===== config.mk =====
export PLATFORM = sky130hd
export DESIGN_NAME = cme_exec
export DESIGN_NICKNAME = d
export VERILOG_FILES = /design/src/hw/cme_pkg.sv /design/src/hw/cme_rf_if.sv /design/src/hw/cme_regfile.sv /design/src/hw/cme_exec.sv
export SDC_FILE = /design/constraint.sdc
export NUM_CORES = 2
export LEC_CHECK = 0
export ABC_AREA = 1
export ABC_CLOCK_PERIOD_IN_PS = 36300
export BUFFER_PORTS_ARGS = -buffer_cell sky130_fd_sc_hd__buf_2
export CORE_MARGIN = 4
export CORE_UTILIZATION = 30
export CTS_BUF_LIST = sky130_fd_sc_hd__clkbuf_16
export CTS_CLUSTER_DIAMETER = 60
export CTS_CLUSTER_SIZE = 16
export DETAILED_ROUTE_END_ITERATION = 8
export GPL_ROUTABILITY_DRIVEN = 0
export GPL_TIMING_DRIVEN = 0
export PLACE_DENSITY_LB_ADDON = 0.15
export SLEW_MARGIN = 20
export SYNTH_ARGS = -nofsm -noshare
export SYNTH_HDL_FRONTEND = slang
export SYNTH_SLANG_ARGS = --single-unit

===== constraint.sdc =====
create_clock -name clk -period 36.3 [get_ports clk]
set_clock_uncertainty 0.2 [all_clocks]
set_input_delay 1.815 -clock clk [delete_from_list [all_inputs] [get_ports clk]]
set_output_delay 1.815 -clock clk [all_outputs]
set_load 0.03 [all_outputs]

===== src/hw/cme_pkg.sv =====
package cme_pkg;

   // Opcodes, one-byte forms sit in the low byte.
   localparam logic [15:0] OP_VERSION_QUERY  = 16'h3009;
   localparam logic [15:0] OP_IDLE_ONE       = 16'h0070;
   localparam logic [15:0] OP_IDLE_TWO       = 16'h0073;
   localparam logic [15:0] OP_IDLE_THREE     = 16'h0072;
   localparam logic [15:0] OP_UNION_BYTE_TWO = 16'h00B3;
   localparam logic [15:0] OP_UNION_HALF_TWO = 16'h00B2;
   localparam logic [15:0] OP_UNION_WORD_TWO = 16'h00B0;
   localparam logic [15:0] OP_UNION_BYTE_THR = 16'h00F3;
   localparam logic [15:0] OP_UNION_HALF_THR = 16'h00F2;
   localparam logic [15:0] OP_UNION_WORD_THR = 16'h00F0;
   localparam logic [15:0] OP_STACK_TAKE     = 16'h0020;
   localparam logic [15:0] OP_STACK_EA_STORE = 16'h00E0;
   localparam logic [15:0] OP_STACK_STORE    = 16'h00A0;
   localparam logic [15:0] OP_RET_CARRY_CLR  = 16'h0050;
   localparam logic [15:0] OP_RET_CARRY_SET  = 16'h0058;
   localparam logic [15:0] OP_RET_EQ_SIGNED  = 16'h007C;
   localparam logic [15:0] OP_RET_EQ_UNSIGN  = 16'h006C;
   localparam logic [15:0] OP_FRAME_RESTORE  = 16'h0018;

   // Fixed instruction lengths in bytes.
   localparam logic [3:0]  LEN_ONE   = 4'h1;
   localparam logic [3:0]  LEN_TWO   = 4'h2;
   localparam logic [3:0]  LEN_THREE = 4'h3;

   // Stack and frame geometry.
   localparam logic [31:0] WORD_BYTES    = 32'h0000_0004;
   localparam logic [31:0] FRAME_SP_OFS  = 32'h0000_001C;
   localparam logic [31:0] FRAME_REG_OFS = 32'h0000_0018;
   localparam logic [3:0]  LAST_SAVED_REG = 4'h8;
   localparam logic [3:0]  RESULT_REG     = 4'h0;

   // Condition flag positions inside the flag nibble.
   localparam int FLAG_N = 3;
   localparam int FLAG_Z = 2;
   localparam int FLAG_C = 1;
   localparam int FLAG_V = 0;

   // Register map, byte addresses.
   localparam logic [11:0] ADDR_CTRL       = 12'h000;
   localparam logic [11:0] ADDR_IRQ_STATUS = 12'h004;
   localparam logic [11:0] ADDR_IRQ_MASK   = 12'h008;
   localparam logic [11:0] ADDR_STACK_PTR  = 12'h00C;
   localparam logic [11:0] ADDR_FRAME_PTR  = 12'h010;
   localparam logic [11:0] ADDR_PROG_CNT   = 12'h014;
   localparam logic [11:0] ADDR_FLAGS      = 12'h018;
   localparam logic [11:0] ADDR_VERSION    = 12'h01C;
   localparam logic [11:0] ADDR_REG_BASE   = 12'h040;
   localparam logic [11:0] ADDR_REG_END    = 12'h064;

   // Interrupt status bits.
   localparam int IRQ_W       = 3;
   localparam int IRQ_DONE    = 0;
   localparam int IRQ_ILLEGAL = 1;
   localparam int IRQ_UNKNOWN = 2;

   // Values after reset.
   localparam logic [31:0] SP_RESET = 32'h0000_0000;
   localparam logic [31:0] FP_RESET = 32'h0000_0000;
   localparam logic [31:0] PC_RESET = 32'h0000_0000;

   typedef enum logic [2:0] {
      MODE_REGISTER  = 3'h0,
      MODE_LITERAL   = 3'h1,
      MODE_IMMEDIATE = 3'h2,
      MODE_EXPANDED  = 3'h3,
      MODE_MEMORY    = 3'h4
   } cme_mode_t;

   localparam logic [1:0] SIZE_BYTE = 2'h0;
   localparam logic [1:0] SIZE_HALF = 2'h1;
   localparam logic [1:0] SIZE_WORD = 2'h2;

   typedef enum logic [6:0] {
      ST_IDLE    = 7'h01,
      ST_EXEC    = 7'h02,
      ST_POP_RD  = 7'h04,
      ST_PUSH_WR = 7'h08,
      ST_RET_RD  = 7'h10,
      ST_RST_FP  = 7'h20,
      ST_RST_REG = 7'h40
   } cme_state_t;

endpackage


===== src/hw/cme_rf_if.sv =====
`timescale 1ns/1ps
interface cme_rf_if;
   logic        we;
   logic [3:0]  waddr;
   logic [31:0] wdata;
   logic [3:0]  raddr;
   logic [31:0] rdata;

   modport ctl (output we, output waddr, output wdata, output raddr, input rdata);
   modport mem (input we, input waddr, input wdata, input raddr, output rdata);
endinterface


===== src/hw/cme_regfile.sv =====
`timescale 1ns/1ps
module cme_regfile (
   // Clock and reset
   input wire logic clk,
   input wire logic rst,
   // Access port
   cme_rf_if.mem    rf
);
   typedef struct packed {
      logic [15:0][31:0] word;
      logic [31:0]       rdata;
   } cme_rf_q_t;

   cme_rf_q_t q;
   cme_rf_q_t next_q;

   always_comb begin
      next_q = q;
      next_q.rdata = q.word[rf.raddr];
      if (rf.we) begin
         next_q.word[rf.waddr] = rf.wdata;
      end
   end

   always_ff @(posedge clk or posedge rst) begin
      if (rst) begin
         q <= '0;
      end else begin
         q <= next_q;
      end
   end

   assign rf.rdata = q.rdata;
endmodule


===== src/hw/cme_exec.sv =====
// The address map and the APB interface to the registers were chosen for this implementation.
`timescale 1ns/1ps
module cme_exec #(
   // Arbitrary value, not tied to any real part.
   parameter logic [7:0] VERSION_NUMBER = 8'h01
) (
   // Clock and reset
   input  wire logic              clk,
   input  wire logic              rst,
   // APB slave
   input  wire logic              psel,
   input  wire logic              penable,
   input  wire logic              pwrite,
   input  wire logic [11:0]       paddr,
   input  wire logic [31:0]       pwdata,
   output logic      [31:0]       prdata,
   output logic                   pready,
   output logic                   pslverr,
   // Instruction issue
   input  wire logic              insValid,
   output logic                   insReady,
   input  wire logic [15:0]       insOpcode,
   input  wire logic [3:0]        insLen,
   input  wire cme_pkg::cme_mode_t insSrcMode,
   input  wire cme_pkg::cme_mode_t insDstMode,
   input  wire logic [1:0]        insDstSize,
   input  wire logic [31:0]       insSrcA,
   input  wire logic [31:0]       insSrcB,
   input  wire logic [31:0]       insSrcAddr,
   input  wire logic [3:0]        insRegNum,
   // Completion
   output logic                   resValid,
   output logic      [31:0]       resData,
   output logic      [1:0]        resSize,
   output logic                   excValid,
   output logic                   doneValid,
   // Memory master
   output logic                   memReq,
   output logic                   memWrite,
   output logic      [31:0]       memAddr,
   output logic      [31:0]       memWdata,
   input  wire logic              memAck,
   input  wire logic [31:0]       memRdata,
   // Interrupt
   output logic                   irq
);
   import cme_pkg::*;

   typedef struct packed {
      cme_state_t       state;
      logic             ctrlEn;
      logic [IRQ_W-1:0] irqStatus;
      logic [IRQ_W-1:0] irqMask;
      logic             irq;
      logic [31:0]      sp;
      logic [31:0]      fp;
      logic [31:0]      pc;
      logic [3:0]       psw;
      logic [15:0]      opcode;
      logic [3:0]       len;
      logic             dstLitImm;
      logic             dstExp;
      logic             srcLitImm;
      logic             srcReg;
      logic             srcExp;
      logic [1:0]       dstSize;
      logic [31:0]      a;
      logic [31:0]      b;
      logic [31:0]      ea;
      logic [31:0]      tempa;
      logic [31:0]      tempb;
      logic [31:0]      tptr;
      logic [3:0]       rn;
      logic             insReady;
      logic             resValid;
      logic [31:0]      resData;
      logic [1:0]       resSize;
      logic             excValid;
      logic             doneValid;
      logic             memReq;
      logic             memWrite;
      logic [31:0]      memAddr;
      logic [31:0]      memWdata;
      logic             pready;
      logic             pslverr;
      logic [31:0]      prdata;
      logic             rfWe;
      logic [3:0]       rfWaddr;
      logic [31:0]      rfWdata;
   } cme_q_t;

   localparam cme_q_t Q_RESET = '{state: ST_IDLE, sp: SP_RESET, fp: FP_RESET,
                                  pc: PC_RESET, default: '0};

   cme_q_t   q;
   cme_q_t   next_q;
   cme_rf_if rf ();

   cme_regfile u_regfile (
      .clk (clk),
      .rst (rst),
      .rf  (rf.mem)
   );

   function automatic logic [31:0] fit(input logic [31:0] v, input logic [1:0] sz,
                                       input logic sgn);
      logic [31:0] r;
      r = v;
      if (sz == SIZE_BYTE) begin
         r = {{24{sgn & v[7]}}, v[7:0]};
      end else if (sz == SIZE_HALF) begin
         r = {{16{sgn & v[15]}}, v[15:0]};
      end
      return r;
   endfunction

   function automatic logic top_bit(input logic [31:0] v, input logic [1:0] sz);
      logic r;
      r = v[31];
      if (sz == SIZE_BYTE) begin
         r = v[7];
      end else if (sz == SIZE_HALF) begin
         r = v[15];
      end
      return r;
   endfunction

   // Register reads are addressed straight from the bus so that the
   // registered file output is valid in the first access cycle.
   assign rf.raddr = 4'(paddr[5:2] - ADDR_REG_BASE[5:2]);
   assign rf.we    = q.rfWe;
   assign rf.waddr = q.rfWaddr;
   assign rf.wdata = q.rfWdata;

   always_comb begin
      logic             evDone;
      logic             evIll;
      logic             evUnk;
      logic             take;
      logic             busWr;
      logic             regHit;
      logic [IRQ_W-1:0] clr;
      logic [31:0]      res;
      logic [31:0]      trunc;
      evDone = 1'b0;
      evIll  = 1'b0;
      evUnk  = 1'b0;
      take   = 1'b0;
      busWr  = psel & penable & q.pready & pwrite & ~q.pslverr;
      regHit = (paddr >= ADDR_REG_BASE) && (paddr < ADDR_REG_END) && (paddr[1:0] == 2'h0);
      clr    = '0;
      res    = q.a | q.b;
      trunc  = fit(res, q.dstSize, 1'b0);

      next_q = q;
      next_q.resValid  = 1'b0;
      next_q.excValid  = 1'b0;
      next_q.doneValid = 1'b0;
      next_q.rfWe      = 1'b0;

      // APB: one wait state, answer registered in the first access cycle.
      next_q.pready = psel & penable & ~q.pready;
      if (psel & penable & ~q.pready) begin
         next_q.pslverr = 1'b0;
         next_q.prdata  = 32'h0000_0000;
         unique case (paddr)
            ADDR_CTRL:       next_q.prdata = {31'h0000_0000, q.ctrlEn};
            ADDR_IRQ_STATUS: next_q.prdata = {29'h0000_0000, q.irqStatus};
            ADDR_IRQ_MASK:   next_q.prdata = {29'h0000_0000, q.irqMask};
            ADDR_STACK_PTR:  next_q.prdata = q.sp;
            ADDR_FRAME_PTR:  next_q.prdata = q.fp;
            ADDR_PROG_CNT:   next_q.prdata = q.pc;
            ADDR_FLAGS:      next_q.prdata = {28'h000_0000, q.psw};
            ADDR_VERSION:    next_q.prdata = fit({24'h00_0000, VERSION_NUMBER}, SIZE_BYTE, 1'b1);
            default: begin
               if (regHit) begin
                  next_q.prdata = rf.rdata;
               end else begin
                  next_q.pslverr = 1'b1;
               end
            end
         endcase
      end
      if (busWr) begin
         unique case (paddr)
            ADDR_CTRL:       next_q.ctrlEn = pwdata[0];
            ADDR_IRQ_STATUS: clr = pwdata[IRQ_W-1:0];
            ADDR_IRQ_MASK:   next_q.irqMask = pwdata[IRQ_W-1:0];
            default: begin
               // Architectural state may only be loaded while nothing runs.
               if (q.state == ST_IDLE) begin
                  if (paddr == ADDR_STACK_PTR) next_q.sp = pwdata;
                  if (paddr == ADDR_FRAME_PTR) next_q.fp = pwdata;
                  if (paddr == ADDR_PROG_CNT) next_q.pc = pwdata;
                  if (paddr == ADDR_FLAGS) next_q.psw = pwdata[3:0];
               end
            end
         endcase
      end

      unique case (q.state)
         ST_IDLE: begin
            if (insValid & q.insReady) begin
               next_q.opcode    = insOpcode;
               next_q.len       = insLen;
               next_q.dstLitImm = (insDstMode == MODE_LITERAL) || (insDstMode == MODE_IMMEDIATE);
               next_q.dstExp    = insDstMode == MODE_EXPANDED;
               next_q.srcLitImm = (insSrcMode == MODE_LITERAL) || (insSrcMode == MODE_IMMEDIATE);
               next_q.srcReg    = insSrcMode == MODE_REGISTER;
               next_q.srcExp    = insSrcMode == MODE_EXPANDED;
               next_q.dstSize   = insDstSize;
               next_q.a         = insSrcA;
               next_q.b         = insSrcB;
               next_q.ea        = insSrcAddr;
               next_q.rn        = insRegNum;
               next_q.state     = ST_EXEC;
            end
         end
         ST_EXEC: begin
            unique case (q.opcode)
               OP_VERSION_QUERY: begin
                  next_q.rfWe    = 1'b1;
                  next_q.rfWaddr = RESULT_REG;
                  next_q.rfWdata = fit({24'h00_0000, VERSION_NUMBER}, SIZE_BYTE, 1'b1);
                  next_q.pc      = q.pc + 32'(LEN_TWO);
                  evDone         = 1'b1;
               end
               OP_IDLE_ONE: begin
                  next_q.pc = q.pc + 32'(LEN_ONE);
                  evDone    = 1'b1;
               end
               OP_IDLE_TWO: begin
                  next_q.pc = q.pc + 32'(LEN_TWO);
                  evDone    = 1'b1;
               end
               OP_IDLE_THREE: begin
                  next_q.pc = q.pc + 32'(LEN_THREE);
                  evDone    = 1'b1;
               end
               OP_UNION_BYTE_TWO, OP_UNION_HALF_TWO, OP_UNION_WORD_TWO,
               OP_UNION_BYTE_THR, OP_UNION_HALF_THR, OP_UNION_WORD_THR: begin
                  if (q.dstLitImm) begin
                     evIll = 1'b1;
                  end else begin
                     next_q.resValid     = 1'b1;
                     next_q.resData      = trunc;
                     next_q.resSize      = q.dstSize;
                     next_q.psw[FLAG_N]  = top_bit(trunc, q.dstSize);
                     next_q.psw[FLAG_Z]  = trunc == 32'h0000_0000;
                     next_q.psw[FLAG_C]  = 1'b0;
                     next_q.psw[FLAG_V]  = (res != trunc) &&
                                           (res != fit(res, q.dstSize, 1'b1));
                     next_q.pc           = q.pc + 32'(q.len);
                     evDone              = 1'b1;
                  end
               end
               OP_STACK_TAKE: begin
                  if (q.dstLitImm | q.dstExp) begin
                     evIll = 1'b1;
                  end else begin
                     next_q.sp       = q.sp - WORD_BYTES;
                     next_q.memReq   = 1'b1;
                     next_q.memWrite = 1'b0;
                     next_q.memAddr  = q.sp - WORD_BYTES;
                     next_q.state    = ST_POP_RD;
                  end
               end
               OP_STACK_EA_STORE: begin
                  if (q.srcLitImm | q.srcReg | q.srcExp) begin
                     evIll = 1'b1;
                  end else begin
                     next_q.memReq   = 1'b1;
                     next_q.memWrite = 1'b1;
                     next_q.memAddr  = q.sp;
                     next_q.memWdata = q.ea;
                     next_q.psw      = {q.ea[31], q.a == 32'h0000_0000, 2'b00};
                     next_q.state    = ST_PUSH_WR;
                  end
               end
               OP_STACK_STORE: begin
                  if (q.srcExp) begin
                     evIll = 1'b1;
                  end else begin
                     next_q.memReq   = 1'b1;
                     next_q.memWrite = 1'b1;
                     next_q.memAddr  = q.sp;
                     next_q.memWdata = q.a;
                     next_q.psw      = {q.a[31], q.a == 32'h0000_0000, 2'b00};
                     next_q.state    = ST_PUSH_WR;
                  end
               end
               OP_RET_CARRY_CLR, OP_RET_CARRY_SET, OP_RET_EQ_SIGNED, OP_RET_EQ_UNSIGN: begin
                  if (q.opcode == OP_RET_CARRY_CLR) take = ~q.psw[FLAG_C];
                  if (q.opcode == OP_RET_CARRY_SET) take = q.psw[FLAG_C];
                  if (q.opcode == OP_RET_EQ_SIGNED) take = q.psw[FLAG_Z];
                  if (q.opcode == OP_RET_EQ_UNSIGN) take = q.psw[FLAG_Z];
                  if (take) begin
                     next_q.sp       = q.sp - WORD_BYTES;
                     next_q.memReq   = 1'b1;
                     next_q.memWrite = 1'b0;
                     next_q.memAddr  = q.sp - WORD_BYTES;
                     next_q.state    = ST_RET_RD;
                  end else begin
                     next_q.pc = q.pc + 32'(LEN_ONE);
                     evDone    = 1'b1;
                  end
               end
               OP_FRAME_RESTORE: begin
                  if (q.srcExp) begin
                     evIll = 1'b1;
                  end else begin
                     next_q.tempa    = q.fp - FRAME_SP_OFS;
                     next_q.tptr     = q.fp - FRAME_REG_OFS;
                     next_q.memReq   = 1'b1;
                     next_q.memWrite = 1'b0;
                     next_q.memAddr  = q.fp - FRAME_SP_OFS;
                     next_q.state    = ST_RST_FP;
                  end
               end
               default: begin
                  evUnk = 1'b1;
               end
            endcase
            if (evDone | evIll | evUnk) begin
               next_q.state = ST_IDLE;
            end
         end
         ST_POP_RD: begin
            if (memAck) begin
               next_q.memReq   = 1'b0;
               next_q.resValid = 1'b1;
               next_q.resData  = memRdata;
               next_q.resSize  = SIZE_WORD;
               next_q.psw      = {memRdata[31], memRdata == 32'h0000_0000, 2'b00};
               next_q.pc       = q.pc + 32'(q.len);
               next_q.state    = ST_IDLE;
               evDone          = 1'b1;
            end
         end
         ST_PUSH_WR: begin
            if (memAck) begin
               next_q.memReq = 1'b0;
               next_q.sp     = q.sp + WORD_BYTES;
               next_q.pc     = q.pc + 32'(q.len);
               next_q.state  = ST_IDLE;
               evDone        = 1'b1;
            end
         end
         ST_RET_RD: begin
            if (memAck) begin
               next_q.memReq = 1'b0;
               next_q.pc     = memRdata;
               next_q.state  = ST_IDLE;
               evDone        = 1'b1;
            end
         end
         ST_RST_FP: begin
            if (memAck) begin
               next_q.tempb = memRdata;
               if (q.rn <= LAST_SAVED_REG) begin
                  next_q.memAddr = q.tptr;
                  next_q.state   = ST_RST_REG;
               end else begin
                  next_q.memReq = 1'b0;
                  next_q.fp     = memRdata;
                  next_q.sp     = q.tempa;
                  next_q.pc     = q.pc + 32'(q.len);
                  next_q.state  = ST_IDLE;
                  evDone        = 1'b1;
               end
            end
         end
         ST_RST_REG: begin
            if (memAck) begin
               next_q.rfWe    = 1'b1;
               next_q.rfWaddr = q.rn;
               next_q.rfWdata = memRdata;
               next_q.rn      = q.rn + 4'h1;
               next_q.tptr    = q.tptr + WORD_BYTES;
               next_q.memAddr = q.tptr + WORD_BYTES;
               if (q.rn == LAST_SAVED_REG) begin
                  next_q.memReq = 1'b0;
                  next_q.fp     = q.tempb;
                  next_q.sp     = q.tempa;
                  next_q.pc     = q.pc + 32'(q.len);
                  next_q.state  = ST_IDLE;
                  evDone        = 1'b1;
               end
            end
         end
      endcase

      next_q.excValid  = evIll | evUnk;
      next_q.doneValid = evDone;
      // A new event wins over a clear written in the same cycle.
      next_q.irqStatus = (q.irqStatus & ~clr) | {evUnk, evIll, evDone};
      next_q.irq       = |(next_q.irqStatus & next_q.irqMask);
      next_q.insReady  = (next_q.state == ST_IDLE) & next_q.ctrlEn;
   end

   always_ff @(posedge clk or posedge rst) begin
      if (rst) begin
         q <= Q_RESET;
      end else begin
         q <= next_q;
      end
   end

   assign prdata    = q.prdata;
   assign pready    = q.pready;
   assign pslverr   = q.pslverr;
   assign insReady  = q.insReady;
   assign resValid  = q.resValid;
   assign resData   = q.resData;
   assign resSize   = q.resSize;
   assign excValid  = q.excValid;
   assign doneValid = q.doneValid;
   assign memReq    = q.memReq;
   assign memWrite  = q.memWrite;
   assign memAddr   = q.memAddr;
   assign memWdata  = q.memWdata;
   assign irq       = q.irq;
endmodule


==> run metrics <==
post-layout util=35.2%; clock-pin slew on the worst setup and hold paths=0.07 ns; Root Driver=clkbuf_16; number of global-route vias before repair=57.9k; post-CTS sizing=0; Slew @ Worst Pin=approximately 1.2 ns; DR vias/cell=between 5 and 6; Area Overhead vs Synth=16.5%; ys flop type=dfrtp_1; area share of the largest cell type after synthesis=a little under half; Setup TNS Final=0 ns; core area=around 190000 µm²; global-route wire length before repair=435000 µm; drt pass-1 iters=9; worst ir drop on vdd=between 40 and 50 µV; full die area=roughly 200000 µm²; mean post-synth cell area=7.54 µm²; Worst-Skew Late Latency=0.83 ns; Synth area leaders=dfrtp_1, nand2_1, o21ai_0; Critical Path RT=36.69 ns; cell taking the most area after synthesis=dfrtp_1; status=finished with violations; final hold violation count=0; largest net degree at the start of global routing=102; Mapped Nets=7935; per-cell routed wire length=28.8 µm; Critical Path Start Type=input pin; Ys Warns=0; Mapped Cells=a little under 8k; Seq/Total Area, Yosys=about 46%; EDFF count, synth=0; Final Max Tran Viols=0; GR Overflow Total=0; CTS max path bufs=3; clk sinks=1057; P per Cell Area=40.1 nW/µm²; Place WS=30.79 ns; arrival time at the worst endpoint=5.28 ns; violated checks=DRC; Post-CTS Hold Buffers=0; io pins=350; layout cell share with drive strength beyond 1=11.3%; Die Ht=448 µm; Hold Path Class=flop to flop; drt initial violations=8125; num rows=around 160; drt total wl=312000 µm; TritonCTS clock tree=yes; Worst Hold Depth=2; Detail Placement HPWL=239000 µm; GRT Total Usage=approximately 30%; crit-path max FO=10; Port Buffers=about 350; Post-DRT Antenna Nets=0; Final setup viols=0; Worst setup EP type=flop; CP Class=input pin to flop; Tmin final=4.89 ns; ys async rst share=100%; die width=448 µm; R2R depth=12; postcts setup bufs=0; initial antenna violation count=34; # DRC=1; Num CTS Buffers=118; Cell Area, Synth=about 58000 µm²; Slew HR=16.6%; RSZ-0062 raised after global routing=false; DR vias=60.8k; number of distinct library cells after synthesis=63; Nets=8419; worst setup margin=between 30 and 40 ns; Max Cap Viol=0; f_max=0.205 GHz; Starting Density=30.2%; #FFs+latches synth=1057; Final period util=roughly 13%; H-tree levels=3; Lkg Pwr=0.0310 µW
registers in the layout, indices dropped and copies added (netlist names):
signal,count
u_regfile.q,512
q,337
resData,32
insReady,1
excValid,1
rf.we,1
memWrite,1
rf.wdata,32
prdata,32
pslverr,1
resValid,1
u_regfile.rf.rdata,32
irq,1
memWdata,32
resSize,2
rf.waddr,4
memReq,1
doneValid,1
pready,1
memAddr,32
area by class of cell:
cell class,instances,area [µm²]
Sequential cell,1057,26500
Clock buffer,119,2980
Tap cell,2526,3160
Antenna cell,22,55.1
Timing Repair Buffer,364,2120
Buffer,582,2810
Multi-Input combinational cell,5377,26300
Fill cell,20800,125000
Inverter,692,2610
Clock inverter,103,1240
through the flow:
step | instances | hold slack, ns | total power, µW | area [µm²]
after floorplan | 7708 | 0.234 | 1320 | 58100
after global placement | 10600 | 0.249 | 1420 | 63000
after detailed placement | 10600 | 0.253 | 1420 | 63400
after CTS | 10800 | 0.271 | 2730 | 67700
after global routing | 10800 | 0.281 | 2790 | 67700
final | 10800 | 0.266 | 2710 | 67700
logic make-up (layout without fill, tap and decap cells):
family          count (synthesis)  after routing  synth area share [%]
compound gates               1787           1787                  18.1
mux                            15             15                 0.291
other cells                     0             22                     0
fa+ha+maj                      16             16                 0.357
xor+xnor                      113            113                  1.70
flops                        1057           1057                  45.5
simple gates                 3446           3446                  24.8
buf+inv                      1274           1860                  9.30
final timing paths:
check / startpoint / to / slack [ns]
worst max-delay path: paddr[3] / prdata[1] / 31.41
worst min-delay path: q[330] / q[330] / 0.27
worst max register to register: q[175] / q[484] / 31.78
worst min register to register: q[330] / q[330] / 0.27
min in group asynchronous: rst / memAddr[1] / 0.78
max in group asynchronous: rst / u_regfile.q[385] / 32.65
critical path: stages:
cell      delay, ns
buf_2          0.10
buf_2          0.39
nor2_2         0.14
nand2_1        0.24
nor2_4         0.15
inv_1          0.10
clkbuf_1       0.74
o22ai_1        0.36
nor3_1         1.02
a31oi_1        0.18
placed cells by master, fill, tap and decap left out, types with 31 or more instances in the layout:
| cell type | n |
|---|---|
| nand2_1 | 2104 |
| dfrtp_1 | 1056 |
| o21ai_0 | 952 |
| inv_1 | 666 |
| nor2_1 | 562 |
| nand3_1 | 445 |
| buf_2 | 405 |
| clkbuf_1 | 362 |
| o211ai_1 | 185 |
| a21oi_1 | 178 |
| a22oi_1 | 144 |
| buf_4 | 139 |
| clkbuf_16 | 119 |
| xor2_1 | 109 |
| nand4_1 | 108 |
| o22ai_1 | 70 |
| nor3_1 | 62 |
| a31oi_1 | 57 |
| o221ai_1 | 48 |
| o21ai_1 | 47 |
| nor4_1 | 36 |
| or2_2 | 31 |
layer usage:
layer  routed length (µm)  up-vias  GRT usage, %  share of wire, %
li1                     -    26500             -                 -
met1               124000    29900          39.2                40
met2               133000     3552          45.0                43
met3                31800      845          7.73                10
met4                22900       14          18.7               7.3
met5                  103        -             0             0.033
synth_stat cells, types with 12 or more instances:
cell type and instances:
a21oi_1 178, a22oi_1 144, a31oi_1 57, a32oi_1 13
buf_1 16, buf_2 58, buf_4 137, clkbuf_1 365
dfrtp_1 1056, ha_1 15, inv_1 660, inv_2 25
mux2_2 15, nand2_1 2104, nand2_2 15, nand3_1 445
nand4_1 108, nor2_1 563, nor2_2 21, nor2_4 12
nor3_1 67, nor4_1 37, o211ai_1 185, o21ai_0 952
o21ai_1 47, o221ai_1 48, o22ai_1 70, o31ai_1 14
o32ai_1 25, or2_2 31, xor2_1 109
where the power goes:
part	internal, µW	leakage (µW)	switching [µW]
Clock	708	0.00206	608
Combinational	41.4	0.0153	147
Sequential	1190	0.0137	14.7
Note: power is estimated with default switching activity, not from simulation.
